--- config.mk ---
export PLATFORM = sky130hd
export DESIGN_NAME = scp_port
export DESIGN_NICKNAME = d
export VERILOG_FILES = /design/src/rtl/scp_pkg.sv /design/src/rtl/scp_sync.sv /design/src/rtl/scp_port.sv
export SDC_FILE = /design/constraint.sdc
export NUM_CORES = 1
export LEC_CHECK = 0
export BUFFER_PORTS_ARGS = -buffer_cell sky130_fd_sc_hd__buf_2
export CAP_MARGIN = 30
export CORE_ASPECT_RATIO = 0.6
export CORE_MARGIN = 2
export CORE_UTILIZATION = 50
export CTS_BUF_LIST = sky130_fd_sc_hd__clkbuf_8
export DETAILED_ROUTE_END_ITERATION = 16
export PLACE_DENSITY = 0.8
export SYNTH_ARGS = -nofsm -noshare
export SYNTH_HDL_FRONTEND = slang
export SYNTH_SLANG_ARGS = --single-unit
--- constraint.sdc ---
create_clock -name i_clk -period 3.2 [get_ports i_clk]
set_clock_uncertainty 0.05 [all_clocks]
set_input_delay 0.32 -clock i_clk [delete_from_list [all_inputs] [get_ports i_clk]]
set_output_delay 0.32 -clock i_clk [all_outputs]
set_load 0.03 [all_outputs]
--- src/rtl/scp_pkg.sv ---
// package for the serial control port: constants, pin indices, state and bus types
//
// Overview of operation
// - Serial port works only when port select strap is 1; parallel port otherwise.
// - Mode strap 0 gives chip-select framing, 1 gives frame-sync framing.
// - Bit order strap 1 shifts MSB first, 0 LSB first, both directions.
// - Serial bit edges count only while chip select is low.
// - Serial output is open drain and only ever pulls low.
// - One transaction carries up to 127 data bytes.
// - Address byte is lowest block address LSB first, highest MSB first.
// - Instruction bit 7 is read flag, low seven bits the byte count.
// - Address steps up for order strap 0, down for 1, after each byte.
// - Input sampled and readback bits updated on serial clock rising edges.
// - Chip select may frame each byte or the whole transaction.
// - Eight bits are gathered before a byte goes to the register bus.
// - Serial output released except while readback bits are shifted.
// - Read: address and instruction written, then register data shifted out.
// - In frame-sync mode frame syncs are sampled on falling clock edges.
// - Frame-sync byte is eight rising edges after the sampled frame sync.
package scp_pkg;

   // byte framing
   localparam int         BYTE_BITS     = 8;
   localparam logic [2:0] BIT_FIRST     = 3'h0;
   localparam logic [2:0] BIT_LAST      = 3'h7;
   localparam int         RW_BIT        = 7;
   localparam int         CNT_MSB       = 6;
   localparam int         MAX_BLOCK     = 127;
   localparam logic [6:0] CNT_ZERO      = 7'h00;
   localparam logic [6:0] CNT_ONE       = 7'h01;
   localparam logic [7:0] ADDR_STEP     = 8'h01;
   localparam logic [7:0] ADDR_RST      = 8'h00;
   localparam logic [7:0] DATA_RST      = 8'h00;

   // strap encodings
   localparam logic       STRAP_SERIAL  = 1'b1;
   localparam logic       STRAP_FSYNC   = 1'b1;
   localparam logic       STRAP_MSB     = 1'b1;

   // synchroniser depth and pin slots
   localparam int         SYNC_STAGES   = 2;
   localparam int         PIN_SCLK      = 0;
   localparam int         PIN_DATA_IN   = 1;
   localparam int         PIN_CS_N      = 2;
   localparam int         PIN_RFS       = 3;
   localparam int         PIN_TFS       = 4;
   localparam int         PIN_PSEL      = 5;
   localparam int         PIN_MODE      = 6;
   localparam int         PIN_ORDER     = 7;
   localparam int         PIN_COUNT     = 8;

   typedef enum logic [1:0] {
      ST_ADDR,
      ST_INSTR,
      ST_WDATA,
      ST_RDATA
   } scp_state_t;

   // request toward the internal register space
   typedef struct packed {
      logic       wr_stb;
      logic       rd_stb;
      logic [7:0] addr;
      logic [7:0] wdata;
   } scp_reg_req_t;

endpackage

--- src/rtl/scp_sync.sv ---
// two-flop synchroniser bank with edge detection on the settled level
`timescale 1ns/10ps
module scp_sync
   import scp_pkg::*;
#(
   parameter int W = PIN_COUNT
) (
   // clock and reset
   input  wire logic         i_clk,
   input  wire logic         i_reset,
   // asynchronous inputs
   input  wire logic [W-1:0] i_async,
   // synchronised level and edges
   output logic      [W-1:0] o_level,
   output logic      [W-1:0] o_rise,
   output logic      [W-1:0] o_fall
);

   genvar g;
   generate
      for (g = 0; g < W; g++) begin : g_bit
         logic meta;
         logic stable;
         logic prev;
         always_ff @(posedge i_clk) begin
            if (i_reset) begin
               meta   <= 1'b0;
               stable <= 1'b0;
               prev   <= 1'b0;
            end else begin
               meta   <= i_async[g];
               stable <= meta;
               prev   <= stable;
            end
         end
         assign o_level[g] = stable;
         assign o_rise[g]  = stable & ~prev;
         assign o_fall[g]  = ~stable & prev;
      end
   endgenerate

endmodule

--- src/rtl/scp_port.sv ---
// serial control port: byte framing, transaction sequencing and open-drain readback
`timescale 1ns/10ps
module scp_port
   import scp_pkg::*;
(
   // clock and reset
   input  wire logic          i_clk,
   input  wire logic          i_reset,
   // serial pins
   input  wire logic          i_sclk,
   input  wire logic          i_serial_in,
   input  wire logic          i_serial_chip_select_n,
   input  wire logic          i_receive_frame_sync,
   input  wire logic          i_transmit_frame_sync,
   output logic               o_serial_out,
   output logic               o_serial_out_oe,
   // straps
   input  wire logic          i_port_select_strap,
   input  wire logic          i_frame_sync_serial_mode,
   input  wire logic          i_bit_order_strap,
   output logic               o_parallel_port_enable,
   // internal register bus
   output scp_reg_req_t       o_reg_req,
   input  wire logic [7:0]    i_reg_rdata
);

   logic [PIN_COUNT-1:0] pin_async;
   logic [PIN_COUNT-1:0] pin_lvl;
   logic [PIN_COUNT-1:0] pin_rise;
   logic [PIN_COUNT-1:0] pin_fall;

   scp_state_t state;
   scp_state_t next_state;
   logic [2:0] bit_cnt;
   logic [7:0] rx_sh;
   logic [7:0] cur_addr;
   logic [6:0] xfer_cnt;
   logic       armed;
   logic       busy;
   logic [7:0] tx_byte;
   logic       tx_bit;
   logic       tx_act;
   logic       rd_cap;

   assign pin_async[PIN_SCLK]  = i_sclk;
   assign pin_async[PIN_DATA_IN] = i_serial_in;
   assign pin_async[PIN_CS_N]  = i_serial_chip_select_n;
   assign pin_async[PIN_RFS]   = i_receive_frame_sync;
   assign pin_async[PIN_TFS]   = i_transmit_frame_sync;
   assign pin_async[PIN_PSEL]  = i_port_select_strap;
   assign pin_async[PIN_MODE]  = i_frame_sync_serial_mode;
   assign pin_async[PIN_ORDER] = i_bit_order_strap;

   scp_sync #(
      .W       (PIN_COUNT)
   ) u_sync (
      .i_clk   (i_clk),
      .i_reset (i_reset),
      .i_async (pin_async),
      .o_level (pin_lvl),
      .o_rise  (pin_rise),
      .o_fall  (pin_fall)
   );

   // decoded pin views
   wire serial_en = (pin_lvl[PIN_PSEL] == STRAP_SERIAL);
   wire spi_mode  = (pin_lvl[PIN_MODE] != STRAP_FSYNC);
   wire msb_first = (pin_lvl[PIN_ORDER] == STRAP_MSB);
   wire cs_low    = ~pin_lvl[PIN_CS_N];
   wire sclk_rise = pin_rise[PIN_SCLK];
   wire sclk_fall = pin_fall[PIN_SCLK];
   wire ser_in    = pin_lvl[PIN_DATA_IN];
   wire in_read   = (state == ST_RDATA);
   wire in_data   = (state == ST_WDATA) || (state == ST_RDATA);

   // frame sync: transmit sync only matters while readback is due
   wire fs_seen   = in_read ? pin_lvl[PIN_TFS] : pin_lvl[PIN_RFS];
   wire arm_now   = serial_en & cs_low & ~spi_mode & sclk_fall & fs_seen & ~busy;

   // a bit edge: rising clock, selected, and in chip-select mode or inside a frame-sync byte group
   wire bit_edge  = serial_en & cs_low & sclk_rise & (spi_mode | busy | armed);
   wire byte_done = bit_edge & (bit_cnt == BIT_LAST);

   wire [7:0] rx_next   = msb_first ? {rx_sh[6:0], ser_in} : {ser_in, rx_sh[7:1]};
   wire [2:0] tx_idx    = msb_first ? (BIT_LAST - bit_cnt) : bit_cnt;
   wire [7:0] step_addr = msb_first ? (cur_addr - ADDR_STEP)
                                    : (cur_addr + ADDR_STEP);
   wire       last_byte = (xfer_cnt == CNT_ONE);
   wire       instr_rd  = rx_next[RW_BIT];
   wire [6:0] instr_cnt = rx_next[CNT_MSB:0];
   wire       fetch_now = byte_done & (((state == ST_INSTR) & instr_rd & (instr_cnt != CNT_ZERO))
                                       | (in_read & ~last_byte));

   // transaction sequencing
   always_comb begin
      next_state = state;
      case (state)
         ST_ADDR: begin
            if (byte_done) begin
               next_state = ST_INSTR;
            end
         end
         ST_INSTR: begin
            if (byte_done) begin
               if (instr_cnt == CNT_ZERO) begin
                  next_state = ST_ADDR;
               end else if (instr_rd) begin
                  next_state = ST_RDATA;
               end else begin
                  next_state = ST_WDATA;
               end
            end
         end
         ST_WDATA, ST_RDATA: begin
            if (byte_done && last_byte) begin
               next_state = ST_ADDR;
            end
         end
         default: begin
            next_state = ST_ADDR;
         end
      endcase
   end

   always_ff @(posedge i_clk) begin
      if (i_reset || !serial_en) begin
         state <= ST_ADDR;
      end else begin
         state <= next_state;
      end
   end

   // bit counter survives chip select high so per-byte select works
   always_ff @(posedge i_clk) begin
      if (i_reset || !serial_en) begin
         bit_cnt <= BIT_FIRST;
         rx_sh   <= DATA_RST;
      end else if (bit_edge) begin
         bit_cnt <= bit_cnt + 3'h1;
         rx_sh   <= rx_next;
      end
   end

   // frame-sync group tracking
   always_ff @(posedge i_clk) begin
      if (i_reset || !serial_en || spi_mode) begin
         armed <= 1'b0;
         busy  <= 1'b0;
      end else begin
         if (arm_now) begin
            armed <= 1'b1;
         end else if (bit_edge) begin
            armed <= 1'b0;
         end
         if (byte_done) begin
            busy <= 1'b0;
         end else if (bit_edge) begin
            busy <= 1'b1;
         end
      end
   end

   // address and count
   always_ff @(posedge i_clk) begin
      if (i_reset) begin
         cur_addr <= ADDR_RST;
         xfer_cnt <= CNT_ZERO;
      end else if (byte_done) begin
         case (state)
            ST_ADDR: begin
               cur_addr <= rx_next;
            end
            ST_INSTR: begin
               xfer_cnt <= instr_cnt;
            end
            ST_WDATA, ST_RDATA: begin
               cur_addr <= step_addr;
               xfer_cnt <= xfer_cnt - CNT_ONE;
            end
            default: begin
               cur_addr <= cur_addr;
            end
         endcase
      end
   end

   // register bus requests
   always_ff @(posedge i_clk) begin
      if (i_reset) begin
         o_reg_req <= '0;
         rd_cap    <= 1'b0;
         tx_byte   <= DATA_RST;
      end else begin
         o_reg_req.wr_stb <= byte_done & (state == ST_WDATA);
         o_reg_req.rd_stb <= fetch_now;
         rd_cap           <= o_reg_req.rd_stb;
         if (byte_done && state == ST_WDATA) begin
            o_reg_req.addr  <= cur_addr;
            o_reg_req.wdata <= rx_next;
         end else if (fetch_now) begin
            o_reg_req.addr  <= in_read ? step_addr : cur_addr;
         end
         if (rd_cap) begin
            tx_byte <= i_reg_rdata;
         end
      end
   end

   // readback shifter: bits change on rising serial clock, and are released when chip select goes high
   always_ff @(posedge i_clk) begin
      if (i_reset || !serial_en || !cs_low) begin
         tx_act <= 1'b0;
         tx_bit <= 1'b1;
      end else if (sclk_rise) begin
         tx_act <= bit_edge & in_read;
         if (bit_edge && in_read) begin
            tx_bit <= tx_byte[tx_idx];
         end
      end
   end

   assign o_serial_out           = 1'b0;
   assign o_serial_out_oe        = tx_act & ~tx_bit;
   assign o_parallel_port_enable = ~serial_en;
endmodule

==> flow_metrics.tcl <==
set metrics [dict create \
    synth_fp_nets 420 \
    synth_compound_area_share_pct 18.0 \
    seq_area_frac_synth_pct 42.7 \
    core_area_um2 6790 \
    leakage_nw 1.49 \
    ant_nets 0 \
    crit_buf_inv 1 \
    io_buffers 37 \
    grt_overflow 0 \
    arrival_ns 2.57 \
    setup_tns_ns 0 \
    cts_hold_buf 0 \
    min_period_ns 2.34 \
    grt_pass1_wl_um 13100 \
    hold_path.class "input port to register" \
    min_period_over_period_pct 73.1 \
    drc 3 \
    syn2layout_area_growth_pct 12.5 \
    maxSlewHeadroom_pct 32.2 \
    io_pins 39 \
    peakVddDrop_v 0.000271 \
    dr.pass1.iters 11 \
    ys.flop_type "dfxtp_1" \
    wl_per_cell_um 15.6 \
    power_density_nw_per_um2 480 \
    dp_cells 493 \
    critPathSlowestCell "dfxtp_1" \
    synth.area.mux_share_pct 7.49 \
    synth_fa_ha_area_share_pct 4.08 \
    cts_buffers 9 \
    cpLargestDelayFamily "compound AO/OA/AOI/OAI gates" \
    rsz0062_at_grt "false" \
    htree_levels 3 \
    synthXorXnorAreaFrac_pct 2.21 \
    antenna_found_initial 0 \
    setup_viol 0 \
    viasPerCell 5.75 \
    critPathLaunchType "register" \
    drive_above_1_share_pct 17.5 \
    nFillCells 600 \
    path_cells "buf_4, ha_1, o21a_1, o31a_1, o21ai_1, nor4bb_1, a211oi_1, a211oi_2" \
    die_area_um2 7830 \
    required_ns 3.43 \
    max_freq_ghz 0.428 \
    netlist_top_cells_area "dfxtp_1 43%, nor2_1 6.6%, mux2i_1 5.9%, a211oi_1 4.9%, ha_1 3.5%" \
    synth_most_common_cell "dfxtp_1" \
    ys_types 57 \
    crit_type "register to register" \
    pre_cts_slack_ns 0.906 \
    clock_sinks 76 \
    drv_slew 0 \
    dieWidth_um 113 \
    post-dp-hpwl_um 5710 \
    synth_top_cell_by_area "dfxtp_1" \
    yosysWarnings 0 \
    initial_core_util_pct 52.4 \
    first_global_vias 2656 \
    clock_latency_ns 0.36 \
    routed_wl_um 7960 \
    netlist.area_leader.share_pct 42.7 \
    fin_util_pct 59.0 \
    cpPeakStageDelay_ns 0.39 \
    grtUsageTotal_pct 21.1 \
    synthTopCellsByCount "76 x dfxtp_1, 63 x nor2_1, 23 x a211oi_1, 21 x mux2i_1" \
    tightest_slew_ns 1.01 \
    violations "design-rule violations" \
    cap_violations 0 \
    syn_area_um2 3560 \
    drt-initial-drc-count 255 \
    antennaDiodeCount 0 \
    rows 23 \
    num_vias 2927 \
    cts_resized 0 \
    crit_fanout 18 \
    synth_top_family_by_area "simple AND/OR/NAND/NOR gates" \
    grt_max_degree 35 \
    synthSimpleGateAreaFrac_pct 20.6 \
    cts_tree "built" \
    place.gp.congestion 0.911 \
    clockBufferDepth 2 \
    root_buffer "clkbuf_8" \
    die_y_um 69.4 \
    multi_input_area_um2 1870 \
    syn_avg_cell_area_um2 9.10 \
    fin_ws_ns 0.862 \
    synth_edf_count 0 \
    syn_inst 391 \
    final_cells 509 \
    cp-end-kind "register" \
    status "finished, violations left" \
    ys_seq_elements 76 \
    seq_area_um2 1520 \
    post-cts-setup-buffer-count 0 \
    nets 446 \
    hold_viol_final 0 \
    clkTransAtPathRegs_ns 0.08 \
    async_reset_ff_share_pct 0 \
]
-- cells by family (layout without fill, tap and decap cells) --
group	after synthesis	in the layout
flip-flops	76	76
XOR/XNOR	9	9
AND/OR/NAND/NOR	144	144
AO/OA/AOI/OAI	88	88
adder cells (fa/ha/maj)	11	11
buffers and inverters	38	69
multiplexers	24	24
other	1	1
-- sequential cells by signal, indices dropped and copies added (netlist names), 2 cells and up --
signal,flops
state,2
rx_sh,8
cur_addr,8
xfer_cnt,7
bit_cnt,3
tx_byte,8
o_reg_req,18
u_sync.g_bit.stable,8
u_sync.g_bit.meta,8
-- report_power, final --
| part | switching [W] | leakage (nW) | total, W | internal (W) |
|---|---|---|---|---|
| logic | 0.0000376 | 0.762 | 0.0000630 | 0.0000253 |
| registers | 0.00000434 | 0.615 | 0.000959 | 0.000954 |
| clock network | 0.000376 | 0.116 | 0.000899 | 0.000523 |
-- cells in the final DEF (no fill, tap or decap), types with 10 or more instances in the layout --
cell type   n
nor3_1     12
dfxtp_1    76
buf_2      37
a21oi_1    19
ha_1       10
o21ai_0    10
nor2_1     63
a211oi_1   23
nand2_1    13
nand3_1    10
mux2i_1    21
nor2b_1    19
inv_1      12
-- routing by layer --
layer	track usage, %	wire length (µm)
met5	0	0
met4	7.32	139
met1	30.6	3930
met3	5.16	507
met2	30.7	3380
-- per-stage QoR --
stage          area [µm²]  total power [W]  hold slack [ns]
6_report             4010          0.00192            0.119
5_1_grt              4010          0.00198            0.114
4_1_cts              4010          0.00193            0.109
3_5_place_dp         3760          0.00104            0.372
3_3_place_gp         3760          0.00104            0.373
2_1_floorplan        3560          0.00103            0.364
-- path summary, 6_finish.rpt --
check                                      end                              start  cells past startpoint  slack [ns]
min            u_sync.g_bit[0].meta$_SDFF_PP0_                             i_sclk                      2        0.12
max                 o_reg_req[14]$_SDFFE_PP0P_  u_sync.g_bit[7].stable$_SDFF_PP0_                      8        0.86
min reg2reg  u_sync.g_bit[3].stable$_SDFF_PP0_    u_sync.g_bit[3].meta$_SDFF_PP0_                      1        0.39
max reg2reg         o_reg_req[14]$_SDFFE_PP0P_  u_sync.g_bit[7].stable$_SDFF_PP0_                      8        0.86
-- worst reg2reg max path, delay by kind of cell (launching register included) --
| family | cells | cell delay [ns] |
|---|---|---|
| adder cells (fa/ha/maj) | 1 | 0.35 |
| AND/OR/NAND/NOR | 1 | 0.32 |
| buffers and inverters | 1 | 0.30 |
| AO/OA/AOI/OAI | 5 | 0.86 |
| flip-flops | 1 | 0.39 |
-- final cells by class --
type / count / area share [%]
clock buffers: 9 / 3.09
clock inverters: 7 / 3.06
inverters: 12 / 1.12
multi-input cells: 277 / 46.7
flip-flops and latches: 76 / 38.0
well taps: 87 / 2.72
repair buffers: 41 / 5.37
(Power assumes the default switching activity.)
